## src/hw/plrp_pkg.sv

```systemverilog
`default_nettype none
package plrp_pkg;

  // ----------------------------------------
  // Register map (byte addresses)
  // ----------------------------------------
  localparam logic [7:0] ADDR_CTRL = 8'h00; // Mode and pin function control
  localparam logic [7:0] ADDR_STATUS = 8'h04; // Live status, read only
  localparam logic [7:0] ADDR_STRAP = 8'h08; // Latched strap levels, read only

  // ----------------------------------------
  // Control field positions
  // ----------------------------------------
  localparam int CTRL_MODE_LSB = 0; // LED mode, two bits
  localparam int CTRL_DUP_BIT = 2; // Mode 3: show duplex instead of collision
  localparam int CTRL_IRQ_BIT = 3; // Shared pin acts as interrupt output
  localparam int CTRL_RMII_BIT = 4; // Reduced interface selected

  // ----------------------------------------
  // LED modes and reset values
  // ----------------------------------------
  localparam logic [1:0] LED_MODE_1 = 2'h1;
  localparam logic [1:0] LED_MODE_2 = 2'h2;
  localparam logic [1:0] LED_MODE_3 = 2'h3;
  localparam logic [1:0] LED_MODE_RST = 2'h1; // Before straps are taken
  localparam logic DUP_RST = 1'h0;
  localparam logic IRQ_FUNC_RST = 1'h0; // Power-down input after reset
  localparam logic RMII_RST = 1'h0;

  // ----------------------------------------
  // Clocking and timing
  // ----------------------------------------
  localparam int CLK_MHZ = 250; // System clock rate
  localparam int MII_OUT_MHZ = 25; // Reference output in MII operation
  localparam int RMII_OUT_MHZ = 50; // Reference output in RMII operation
  localparam logic [3:0] DIV_MII = 4'(CLK_MHZ / MII_OUT_MHZ);
  localparam logic [3:0] DIV_RMII = 4'(CLK_MHZ / RMII_OUT_MHZ);
  localparam logic [1:0] STRAP_SETTLE = 2'h3; // Cycles after release before latch
  localparam int BLINK_HALF_MS = 50; // Off and on phase of one blink
  localparam int BLINK_HALF_CYC = BLINK_HALF_MS * 1000 * CLK_MHZ;

  // Blink engine states
  typedef enum logic [1:0] {BLK_IDLE, BLK_OFF, BLK_ON} plrp_blink_st_t;

endpackage
`default_nettype wire

```

## src/hw/plrp_if.sv

```systemverilog
`default_nettype none
// Signals shared between the top and its two helpers
interface plrp_if;
  logic act; // Activity worth a blink
  logic blank; // Link indicator is blanked
  logic rmii_sel; // Reference output at RMII rate
  logic ref_clk; // Divided reference output
  modport blink (input act, output blank);
  modport clkgen (input rmii_sel, output ref_clk);
  modport top (output act, output rmii_sel, input blank, input ref_clk);
endinterface
`default_nettype wire

```

## src/hw/plrp_clkgen.sv

```systemverilog
`default_nettype none
// Reference clock output divider
module plrp_clkgen (
  input wire logic clk,
  input wire logic rst_n,
  plrp_if.clkgen lk
);

  logic [3:0] cnt_r; // Phase counter
  logic [3:0] cnt_nxt;
  logic out_r; // Registered clock output
  logic sel_r; // Rate in force for the running period
  logic [3:0] div; // Cycles per output period
  logic wrap;

  // Period follows the selection taken at the last wrap, so a change never stretches a phase
  assign div = sel_r ? plrp_pkg::DIV_RMII : plrp_pkg::DIV_MII;
  assign wrap = (cnt_r >= div - 4'h1);
  assign cnt_nxt = wrap ? 4'h0 : cnt_r + 4'h1;
  assign lk.ref_clk = out_r;

  // High for the first half of each period, rounded down: 5 of 10 cycles in MII, 2 of 5 in RMII
  always_ff @(posedge clk or negedge rst_n) begin
    if (!rst_n) begin
      cnt_r <= 4'h0;
      out_r <= 1'b0;
      sel_r <= plrp_pkg::RMII_RST;
    end else begin
      if (wrap) begin
        sel_r <= lk.rmii_sel;
      end
      cnt_r <= cnt_nxt;
      out_r <= (cnt_nxt < (div >> 1));
    end
  end

endmodule
`default_nettype wire

```

## src/hw/plrp_blink.sv

```systemverilog
`default_nettype none
// Link indicator blink engine: one off then on phase per burst
module plrp_blink #(
  parameter int HALF_CYC = plrp_pkg::BLINK_HALF_CYC
) (
  input wire logic clk,
  input wire logic rst_n,
  plrp_if.blink lk
);

  plrp_pkg::plrp_blink_st_t state_r, state_nxt; // Blink phase
  logic [23:0] cnt_r; // Phase time left
  logic pend_r; // Activity seen, blink owed
  logic blank_r; // Registered blanking
  logic start;
  logic done;

  assign done = (cnt_r == 24'h000000);
  assign start = (state_r == plrp_pkg::BLK_IDLE) && (pend_r || lk.act);
  assign lk.blank = blank_r;

  // Next phase
  always_comb begin
    state_nxt = state_r;
    case (state_r)
      plrp_pkg::BLK_IDLE: if (start) state_nxt = plrp_pkg::BLK_OFF;
      plrp_pkg::BLK_OFF: if (done) state_nxt = plrp_pkg::BLK_ON;
      plrp_pkg::BLK_ON: if (done) state_nxt = plrp_pkg::BLK_IDLE;
      default: state_nxt = plrp_pkg::BLK_IDLE;
    endcase
  end

  // Fixed-period phases; new activity during a blink is owed one more
  always_ff @(posedge clk or negedge rst_n) begin
    if (!rst_n) begin
      state_r <= plrp_pkg::BLK_IDLE;
      cnt_r <= 24'h000000;
      pend_r <= 1'b0;
      blank_r <= 1'b0;
    end else begin
      state_r <= state_nxt;
      cnt_r <= (state_nxt != state_r) ? 24'(HALF_CYC - 1) : cnt_r - {23'h0, ~done};
      pend_r <= (lk.act && !start) || (pend_r && !start);
      blank_r <= (state_nxt == plrp_pkg::BLK_OFF);
    end
  end

endmodule
`default_nettype wire

```

## src/hw/plrp_top.sv

```systemverilog
// Functional notes
// - MII: reference output runs at 25 MHz
// - RMII: reference output runs at 50 MHz
// - Mode 1: link LED shows link only
// - Modes 2,3: link LED blinks on activity
// - Speed LED on at 100, off 10
// - Mode 1: activity LED shows TX/RX activity
// - Mode 2: activity LED shows collision
// - Mode 3: setting selects duplex over collision
// - Reset held low 1 us resets all
// - Reset returns every register to default
// - Reset re-takes every strap option
// - Straps sampled at reset select modes
// - Shared pin is power-down input after reset
// - Pin low in input role powers down
// - Interrupt role: open drain, pulled low
// - Pin role changes only by register write
`default_nettype none
module plrp_top #(
  parameter int BLINK_HALF_CYC = plrp_pkg::BLINK_HALF_CYC
) (
  // Clock and reset
  input wire logic CLK,
  input wire logic RST_N,
  // AHB-Lite slave
  input wire logic HSEL,
  input wire logic [31:0] HADDR,
  input wire logic [1:0] HTRANS,
  input wire logic HWRITE,
  input wire logic [2:0] HSIZE,
  input wire logic [31:0] HWDATA,
  input wire logic HREADY,
  output logic [31:0] HRDATA,
  output logic HREADYOUT,
  output logic HRESP,
  // Status from the transceiver core
  input wire logic LINK_UP,
  input wire logic SPEED_100,
  input wire logic TX_ACTIVE,
  input wire logic RX_ACTIVE,
  input wire logic COLLISION,
  input wire logic FULL_DUPLEX,
  input wire logic IRQ_REQ,
  // Strap pins
  input wire logic STRAP_RMII,
  input wire logic [1:0] STRAP_LED_MODE,
  // Shared power-down / interrupt pin
  input wire logic POWERDOWN_IRQ_PIN_I,
  output logic POWERDOWN_IRQ_PIN_O,
  output logic POWERDOWN_IRQ_PIN_OE,
  // Outputs
  output logic POWER_DOWN,
  output logic REF_CLOCK_OUT,
  output logic LINK_INDICATOR,
  output logic SPEED_INDICATOR,
  output logic ACTIVITY_COLLISION_INDICATOR
);

  // ----------------------------------------
  // Helper functions
  // ----------------------------------------

  // Word address match against a register offset
  function automatic logic addr_is(input logic [31:0] addr, input logic [7:0] off);
    addr_is = (addr[31:8] == 24'h000000) && (addr[7:0] == off);
  endfunction

  // Undefined mode value behaves as mode 1
  function automatic logic [1:0] mode_eff(input logic [1:0] m);
    mode_eff = (m == 2'h0) ? plrp_pkg::LED_MODE_1 : m;
  endfunction

  // ----------------------------------------
  // Internal signals
  // ----------------------------------------
  plrp_if lk(); // Link to helper modules

  logic [1:0] mode_r; // LED mode
  logic dup_show_r; // Mode 3 duplex display
  logic irq_func_r; // Shared pin acts as interrupt
  logic rmii_sel_r; // RMII operation
  logic strap_done_r; // Straps taken since reset
  logic [1:0] settle_r; // Cycles since reset release
  logic [2:0] strap_val_r; // Latched strap levels
  logic [2:0] strap_s1_r; // Strap synchroniser, first stage
  logic [2:0] strap_s2_r; // Strap synchroniser, second stage
  logic pin_s1_r; // Pin synchroniser, first stage
  logic pin_s2_r; // Pin synchroniser, second stage
  logic wr_pend_r; // Write data phase pending
  logic wr_ctrl_r; // Pending write targets control
  logic [31:0] hrdata_r;
  logic link_led_r;
  logic speed_led_r;
  logic actcol_led_r;
  logic pd_r;
  logic pin_oe_r;
  logic pin_o_r;

  // ----------------------------------------
  // Decode and selection
  // ----------------------------------------
  logic addr_ph; // Valid address phase
  logic size_ok; // Word transfers only
  logic rd_ph; // Read address phase
  logic wr_ph; // Write address phase
  logic ctrl_wr; // Control write in data phase
  logic take_strap; // Strap latch moment
  logic [1:0] mode; // Effective LED mode
  logic is_mode1;
  logic is_mode3;
  logic act; // Transmit or receive activity
  logic link_nxt;
  logic actcol_nxt;
  logic pd_nxt;
  logic pin_oe_nxt;
  logic [31:0] ctrl_rd;
  logic [31:0] status_rd;
  logic [31:0] strap_rd;
  logic [31:0] rd_nxt;

  assign addr_ph = HSEL && HREADY && HTRANS[1];
  assign size_ok = (HSIZE == 3'h2);
  assign rd_ph = addr_ph && !HWRITE && size_ok;
  assign wr_ph = addr_ph && HWRITE && size_ok;
  // Writes before the straps are latched are dropped
  assign ctrl_wr = wr_pend_r && wr_ctrl_r && strap_done_r;
  assign take_strap = !strap_done_r && (settle_r == plrp_pkg::STRAP_SETTLE);

  assign mode = mode_eff(mode_r);
  assign is_mode1 = (mode == plrp_pkg::LED_MODE_1);
  assign is_mode3 = (mode == plrp_pkg::LED_MODE_3);
  assign act = TX_ACTIVE || RX_ACTIVE;

  // Blink only where the mode asks for it
  assign lk.act = act && LINK_UP && !is_mode1;
  assign lk.rmii_sel = rmii_sel_r;

  // Link indicator: on while link good, blanked by blink phase
  assign link_nxt = LINK_UP && (is_mode1 || !lk.blank);

  // Activity / collision / duplex selection
  assign actcol_nxt = is_mode1 ? act :
    (is_mode3 && dup_show_r) ? FULL_DUPLEX :
    COLLISION;

  // Pin low powers down only in input role
  assign pd_nxt = !irq_func_r && !pin_s2_r;
  // Open drain: enable only to pull low
  assign pin_oe_nxt = irq_func_r && IRQ_REQ;

  // Read views
  assign ctrl_rd = {27'h0, rmii_sel_r, irq_func_r, dup_show_r, mode_r};
  assign status_rd = {24'h0, strap_done_r, pin_oe_r, pd_r, FULL_DUPLEX,
                      COLLISION, act, SPEED_100, LINK_UP};
  assign strap_rd = {29'h0, strap_val_r};
  assign rd_nxt = !rd_ph ? 32'h00000000 :
    addr_is(HADDR, plrp_pkg::ADDR_CTRL) ? ctrl_rd :
    addr_is(HADDR, plrp_pkg::ADDR_STATUS) ? status_rd :
    addr_is(HADDR, plrp_pkg::ADDR_STRAP) ? strap_rd :
    32'h00000000;

  // ----------------------------------------
  // Input synchronisers
  // ----------------------------------------

  // Straps and shared pin come from outside the clock domain
  always_ff @(posedge CLK or negedge RST_N) begin
    if (!RST_N) begin
      strap_s1_r <= 3'h0;
      strap_s2_r <= 3'h0;
      pin_s1_r <= 1'b1;
      pin_s2_r <= 1'b1;
    end else begin
      strap_s1_r <= {STRAP_RMII, STRAP_LED_MODE};
      strap_s2_r <= strap_s1_r;
      pin_s1_r <= POWERDOWN_IRQ_PIN_I;
      pin_s2_r <= pin_s1_r;
    end
  end

  // ----------------------------------------
  // Strap capture
  // ----------------------------------------

  // Let the synchronisers fill, then latch once per reset
  always_ff @(posedge CLK or negedge RST_N) begin
    if (!RST_N) begin
      settle_r <= 2'h0;
      strap_done_r <= 1'b0;
      strap_val_r <= 3'h0;
    end else begin
      if (!strap_done_r && !take_strap) begin
        settle_r <= settle_r + 2'h1;
      end
      if (take_strap) begin
        strap_done_r <= 1'b1;
        strap_val_r <= strap_s2_r;
      end
    end
  end

  // ----------------------------------------
  // Control register
  // ----------------------------------------

  // Straps seed modes; software may change them afterwards
  always_ff @(posedge CLK or negedge RST_N) begin
    if (!RST_N) begin
      mode_r <= plrp_pkg::LED_MODE_RST;
      dup_show_r <= plrp_pkg::DUP_RST;
      irq_func_r <= plrp_pkg::IRQ_FUNC_RST;
      rmii_sel_r <= plrp_pkg::RMII_RST;
    end else if (take_strap) begin
      mode_r <= strap_s2_r[1:0];
      rmii_sel_r <= strap_s2_r[2];
    end else if (ctrl_wr) begin
      mode_r <= HWDATA[plrp_pkg::CTRL_MODE_LSB +: 2];
      dup_show_r <= HWDATA[plrp_pkg::CTRL_DUP_BIT];
      irq_func_r <= HWDATA[plrp_pkg::CTRL_IRQ_BIT];
      rmii_sel_r <= HWDATA[plrp_pkg::CTRL_RMII_BIT];
    end
  end

  // ----------------------------------------
  // AHB-Lite slave
  // ----------------------------------------

  // Zero wait states; read data staged during the address phase
  always_ff @(posedge CLK or negedge RST_N) begin
    if (!RST_N) begin
      wr_pend_r <= 1'b0;
      wr_ctrl_r <= 1'b0;
      hrdata_r <= 32'h00000000;
    end else begin
      if (HREADY) begin
        wr_pend_r <= wr_ph;
        wr_ctrl_r <= addr_is(HADDR, plrp_pkg::ADDR_CTRL);
        hrdata_r <= rd_nxt;
      end
    end
  end

  assign HRDATA = hrdata_r;
  assign HREADYOUT = 1'b1;
  assign HRESP = 1'b0;

  // ----------------------------------------
  // Indicator outputs
  // ----------------------------------------

  // LEDs are active high: one means lit
  always_ff @(posedge CLK or negedge RST_N) begin
    if (!RST_N) begin
      link_led_r <= 1'b0;
      speed_led_r <= 1'b0;
      actcol_led_r <= 1'b0;
    end else begin
      link_led_r <= link_nxt;
      speed_led_r <= SPEED_100;
      actcol_led_r <= actcol_nxt;
    end
  end

  assign LINK_INDICATOR = link_led_r;
  assign SPEED_INDICATOR = speed_led_r;
  assign ACTIVITY_COLLISION_INDICATOR = actcol_led_r;

  // ----------------------------------------
  // Shared pin and power-down
  // ----------------------------------------

  // Drive value is always low; the enable carries the interrupt
  always_ff @(posedge CLK or negedge RST_N) begin
    if (!RST_N) begin
      pd_r <= 1'b0;
      pin_oe_r <= 1'b0;
      pin_o_r <= 1'b0;
    end else begin
      pd_r <= pd_nxt;
      pin_oe_r <= pin_oe_nxt;
      pin_o_r <= 1'b0;
    end
  end

  assign POWER_DOWN = pd_r;
  assign POWERDOWN_IRQ_PIN_OE = pin_oe_r;
  assign POWERDOWN_IRQ_PIN_O = pin_o_r;

  // ----------------------------------------
  // Helper modules
  // ----------------------------------------

  // Reference clock output divider
  plrp_clkgen u_clkgen (
    .clk(CLK),
    .rst_n(RST_N),
    .lk(lk.clkgen)
  );

  assign REF_CLOCK_OUT = lk.ref_clk;

  // Link indicator blink engine
  plrp_blink #(
    .HALF_CYC(BLINK_HALF_CYC)
  ) u_blink (
    .clk(CLK),
    .rst_n(RST_N),
    .lk(lk.blink)
  );

endmodule
`default_nettype wire

```

## config.mk

```make
export PLATFORM = sky130hd
export DESIGN_NAME = plrp_top
export DESIGN_NICKNAME = d
export VERILOG_FILES = /design/src/hw/plrp_pkg.sv /design/src/hw/plrp_if.sv /design/src/hw/plrp_clkgen.sv /design/src/hw/plrp_blink.sv /design/src/hw/plrp_top.sv
export SDC_FILE = /design/constraint.sdc
export NUM_CORES = 1
export LEC_CHECK = 0
export ABC_AREA = 1
export BUFFER_PORTS_ARGS = -buffer_cell sky130_fd_sc_hd__buf_4
export CAP_MARGIN = 20
export CORE_MARGIN = 2
export CORE_UTILIZATION = 47
export DETAILED_ROUTE_END_ITERATION = 10
export PLACE_DENSITY_LB_ADDON = 0.05
export SLEW_MARGIN = 20
export SYNTH_ARGS = -nofsm -noshare
export SYNTH_HDL_FRONTEND = slang
export SYNTH_SLANG_ARGS = --single-unit
export TNS_END_PERCENT = 10
```

## constraint.sdc

```tcl
create_clock -name CLK -period 2.4 [get_ports CLK]
set_input_delay 0.12 -clock CLK [delete_from_list [all_inputs] [get_ports CLK]]
set_output_delay 0.12 -clock CLK [all_outputs]
set_load 0.01 [all_outputs]
```

# Word level (Yosys, flattened, before mapping)
# Cells that the tools add are included.
totals:
  output_inout_bits: 41
  elab_cells: 103
  input_bits: 85
  reg_bits: 92
op_classes:
  muxes: 18
  reduce_logical: 41
  magnitude_cmp: 2
  bitwise_logic: 2
  n_eq_ne: 10
  addsub: 4
op_table:
  columns: ["operator", "n"]
  rows:
  - ["$logic_not 24->1", 2]
  - ["$mux 24", 1]
  - ["$mux 8", 3]
  - ["$sub 24x1->24", 1]
  - ["$logic_and 1x1->1", 22]
  - ["$mux 2", 6]
  - ["$eq 8x3->1 const B", 1]
  - ["$eq 8x4->1 const B", 1]
  - ["$logic_not 1->1", 8]
  - ["$logic_not 8->1", 1]
  - ["$mux 4", 2]
  - ["$eq 2x1->1 const B", 3]
  - ["$eq 2x2->1 const B", 3]
  - ["$pmux 2 s3", 1]
  - ["$add 4x1->4 const B", 1]
  - ["$ge 4x4->1", 1]
  - ["$logic_not 2->1", 2]
  - ["$logic_or 1x1->1", 4]
  - ["$lt 4x3->1", 1]
  - ["$mux 1", 4]
  - ["$sub 4x1->4 const B", 1]
  - ["$eq 3x2->1 const B", 1]
  - ["$mux 3", 1]
  - ["$add 2x1->2 const B", 1]
  - ["other kinds (4)", 5]

# Depth between registers and ports, before layout
depth:
  word_depth: 11
  ltp_mapped: 13
  ltp_nobuf: 13

# Modules after synthesis
# Synthesis repeated with hierarchy kept, for this count alone.
hier_totals:
  cells_unflattened: 431
  area_unflattened_um2: 3608.5
by_module_without_submodules:
  columns: ["module", "cells_each", "n_inst", "seq_area_each_um2", "area_per_inst_um2"]
  rows:
  - ["plrp_top", 207, 1, 854.6, 1714.1]
  - ["plrp_blink", 183, 1, 700.7, 1522.7]
  - ["plrp_clkgen", 41, 1, 150.1, 371.6]

# Worst setup path before layout
# OpenSTA, ideal clock, no wires.
synth_timing:
  path_kind: "register -> register"
  start: "register u_blink.cnt_r[12]"
  end: "register u_blink.cnt_r[16]"
  path_stages_with_launch: 14
  setup_time_ns: 0.114
  path_buffers: 0
  period_less_slack_ns: 2.036
  arrival_ns: 1.922
  slack_ns: 0.364
  required_time_ns: 2.286
  cell_sequence: "dfrtp_1 > nor2_1 > nand2_1 > nor2_2 > nand3_2 > ha_1 > ha_1 > nand2_1 > inv_2 > nand2_1 > nor2_1 > or2_1 > nand3_1 > inv_1"
synth_between:
  elab_chain_cells: 5
  elab_cells_between_ends: 8
  cone_classes: "add/sub: 1; eq/ne: 1; mux: 4; bitwise: 1; reduce/logical: 1"
synth_rtl:
  columns: ["element", "line_no", "text"]
  rows:
  - ["from (decl)", "plrp_blink.sv:12", "logic [23:0] cnt_r;"]
  - ["from (signal assigned)", "plrp_blink.sv:42", "cnt_r <= (state_nxt != state_r) ? 24'(HALF_CYC - 1) : cnt_r - {23'h0, ~done};"]
  - ["branches (longest 4 deep; another with $sub 24x1->24)", null, null]
  - ["$mux 24 *", "plrp_blink.sv:42", null]
# Every way passes the cells marked *.
# A chain may end at the register's enable or synchronous reset.

# Worst setup path after layout
layout_timing:
  start: "register u_blink.cnt_r[8]"
  end: "register u_blink.cnt_r[16]"
# The elaborated chain is that of the path after synthesis.

==> results.py <==
metrics = {
    "global_route": {
        "grt_start_max_net_pins": 69,
        "grt_pass1_wl_um": 12500,
        "grtUsageTotal_pct": 18.8,
        "antenna_found_initial": 0,
        "grt-ovfl-total": 0,
        "grt_pass1_vias": 2834,
    },
    "clock_network": {
        "cts_made_buffers": 9,
        "clock_sinks": 68,
        "cts_root_buf": "clkbuf_8",
        "cts_tree": "done",
        "clk_pin_slew_ns": 0.07,
        "clk_latency_ns": 0.35,
        "cts_buffer_depth": 2,
        "h-tree-depth": 3,
    },
    "timing": {
        "hold_violations": 0,
        "finalSetupViolCount": 0,
        "tightest_slew_ns": 0.832,
        "fin_skew_ns": 0.00880,
        "relSlewSlack_pct": 44.6,
        "post-route-min-period_ns": 2.22,
        "fmax_ghz": 0.451,
        "slew_viol_final": 0,
        "timing.final.ws_setup_ns": 0.181,
        "fin_crit_sh_pct": 92.5,
    },
    "cells_and_area": {
        "drive_gt1_share_pct": 24.0,
        "fin_cells": 623,
        "multi_input_area_sq_um": 1600,
        "antennaDiodeCount": 0,
        "nets": 613,
        "regArea_sq_um": 1710,
        "num-fill-cells": 666,
        "utilization_pct": 60.6,
        "design_area_sq_um": 4420,
        "area_delta_synth_final_pct": 23.7,
    },
    "floorplan": {
        "die_w_um": 91.2,
        "num_rows": 31,
        "core_sq_um": 7290,
        "start_util_pct": 49.0,
        "die_h_um": 91.2,
        "ioPinCount": 126,
        "die_area_sq_um": 8320,
    },
    "logic_synthesis": {
        "synth_seq_cells": 68,
        "postSynthCellCount": 433,
        "synth_cell_types": 37,
        "syn_area_sq_um": 3580,
        "yosysTopAreaCell": "dfrtp_1",
        "synth_area_leaders": "dfrtp_1, nand2_1, nor2_1",
        "ys_warn_count": 0,
        "synth_top_area_share_pct": 45.5,
        "syn_avg_cell_area_sq_um": 8.26,
        "yosysSeqAreaShare_pct": 47.7,
    },
    "route": {
        "drc": 0,
        "wirelength_um": 7330,
        "vias": 2889,
        "drt_pass1_iterations": 4,
        "drt_iter0_drc": 116,
        "ant_nets": 0,
        "via_per_inst": 4.64,
        "wire_per_inst_um": 11.8,
    },
    "setup_path": {
        "cp_cell_sequence": "nor2_2, nand2_1, nor2_2, nand3_2, ha_2, ha_1, nand2_2, inv_2, nand2_1, nor2_1, or2_1, nand3_1, inv_1",
        "timing.rr.start": "u_blink.cnt_r[8]",
        "r2r_end": "u_blink.cnt_r[16]",
        "critPathSlowestCell": "dfrtp_1",
        "worstSetupPathType": "register to register",
        "endpoint_kind": "register",
        "reg2reg_slack_ns": 0.18,
        "cp_num_buf_inv": 2,
        "cp_top_family": "simple AND/OR/NAND/NOR gates",
        "cp_max_fo": 4,
        "cp.required_ns": 2.64,
        "critPathArrivalTime_ns": 2.45,
        "startpoint_type": "register",
        "cpPeakStageDelay_ns": 0.42,
        "reg2regPathDepth": 13,
    },
    "power": {
        "vdd_drop_max_uv": 422,
        "report.power.total_w": 0.00280,
        "p_leak_nw": 2.12,
        "p_per_area_nw_per_um2": 633,
    },
    "placement": {
        "hpwl_um": 5350,
        "pre_cts_ws_ns": 0.0740,
        "port-buffer-count": 70,
        "gp_congestion": 0.810,
        "post-place-cells": 597,
        "place_area_sq_um": 4090,
    },
    "worst_hold_path": {
        "hp-start": "HWRITE",
        "hold_path.class": "input port to register",
        "min_path_cells": 2,
        "hold_end": "wr_pend_r",
    },
    "status": {
        "status": "finished clean",
    },
    "flow_run": {
        "cap_violations": 0,
    },
}
-- how the worst max path moves through the flow --
stage	slack, ns	startpoint	cells past startpoint	end
after global placement	0.1	u_blink.cnt_r[12]	13	u_blink.cnt_r[16]
after global routing	-0.02	u_blink.cnt_r[8]	13	u_blink.cnt_r[16]
after CTS	0.06	u_blink.cnt_r[12]	13	u_blink.cnt_r[16]
after floorplan	0.36	u_blink.cnt_r[12]	13	u_blink.cnt_r[16]
after detailed placement	0.07	u_blink.cnt_r[12]	13	u_blink.cnt_r[16]
final	0.18	u_blink.cnt_r[8]	13	u_blink.cnt_r[16]
-- layout by cell type, fill, tap and decap left out, types with 2 or more instances in the layout --
master and instances:
nand2_1 104, buf_4 73, nor2_1 72, dfrtp_1 65, inv_1 33, nand3_1 27, conb_1 27, xor2_1 16
clkbuf_8 12, nor2_2 8, ha_1 8, dlygate4sd3_1 8, inv_2 6, nand2_2 6, nand4_1 5, o21ai_0 5
nor3_1 4, or2_2 4, nand3_2 3, xnor2_1 3, a21oi_1 3, o211ai_1 3, a31oi_1 3, o21ai_1 3
dfstp_2 3, or2_1 2, nor2_4 2, o31ai_1 2, o21ai_2 2, clkinvlp_4 2
-- per-stage QoR --
step | setup TNS [ns] | hold WS, ns
finish | 0 | 0.0136
global route | -0.0212 | 0.00779
CTS | 0 | 0.000324
detailed placement | 0 | 0.229
global placement | 0 | 0.228
floorplan | 0 | -0.176
-- timing repair --
action	CTS	global route
gates resized for setup	0	7
setup endpoints to repair	0	7
buffers inserted	0	2
hold endpoints to repair	72	0
hold buffers	8	0
-- per-layer routing --
layer | wire (um) | GRT usage, % | share of wire [%] | vias up
li1 | - | - | - | 1478
met1 | 3390 | 24.2 | 46 | 1324
met4 | 98 | 7.20 | 1.3 | 0
met5 | 0 | 0 | 0 | -
met2 | 3430 | 30.9 | 47 | 76
met3 | 408 | 4.32 | 5.6 | 11
-- cell type report --
cell class / count / area share [%]
flip-flops and latches: 68 / 38.6
multi-input cells: 319 / 36.2
repair buffers: 81 / 14.2
clock buffers: 13 / 3.82
inverters: 40 / 3.40
well taps: 99 / 2.80
clock inverters: 3 / 1.02
-- sequential cells by signal, summed over array words and instances (netlist names), 2 cells and up --
| register | cells |
|---|---|
| HRDATA | 8 |
| mode_r | 2 |
| settle_r | 2 |
| strap_s1_r | 3 |
| strap_s2_r | 3 |
| strap_val_r | 3 |
| u_blink.cnt_r | 24 |
| u_blink.state_r | 2 |
| u_clkgen.cnt_r | 4 |
-- cells in the mapped netlist, drive strengths merged --
library cell,instances
o211ai,3
buf,30
inv,39
o21ai,10
a22o,1
nand2,110
dfstp,3
dfrtp,65
a21oi,3
mux2,1
ha,9
conb,2
xnor2,3
a21boi,1
or2,6
xor2,16
clkinv,1
nor2,82
a31oi,4
nand4,5
clkbuf,1
nor4,1
nor3,4
nand3,31
o31ai,2
-- where the power goes --
part | leakage, nW | switching, W | internal, W
Sequential | 0.767 | 0.0000489 | 0.00122
Clock | 0.102 | 0.000438 | 0.000566
Combinational | 1.25 | 0.000296 | 0.000234
-- logic make-up (layout without fill, tap and decap cells) --
family / after synthesis / in the layout / synth area share (%)
AND/OR/NAND/NOR: 239 / 239 / 28.8
other: 2 / 27 / 0.210
adder cells (fa/ha/maj): 9 / 9 / 3.15
XOR/XNOR: 19 / 19 / 4.65
multiplexers: 1 / 1 / 0.315
buffers and inverters: 71 / 137 / 10.7
flip-flops: 68 / 68 / 47.7
AO/OA/AOI/OAI: 24 / 24 / 4.41
-- worst register-to-register path: stages, from the launching register on --
cell	delay [ns]
dfrtp_1	0.42
nor2_2	0.17
nand2_1	0.11
nor2_2	0.15
nand3_2	0.13
ha_2	0.22
ha_1	0.22
nand2_2	0.12
inv_2	0.04
nand2_1	0.12
nor2_1	0.09
or2_1	0.21
nand3_1	0.08
inv_1	0.05
Note: power is estimated with default switching activity, not from simulation.
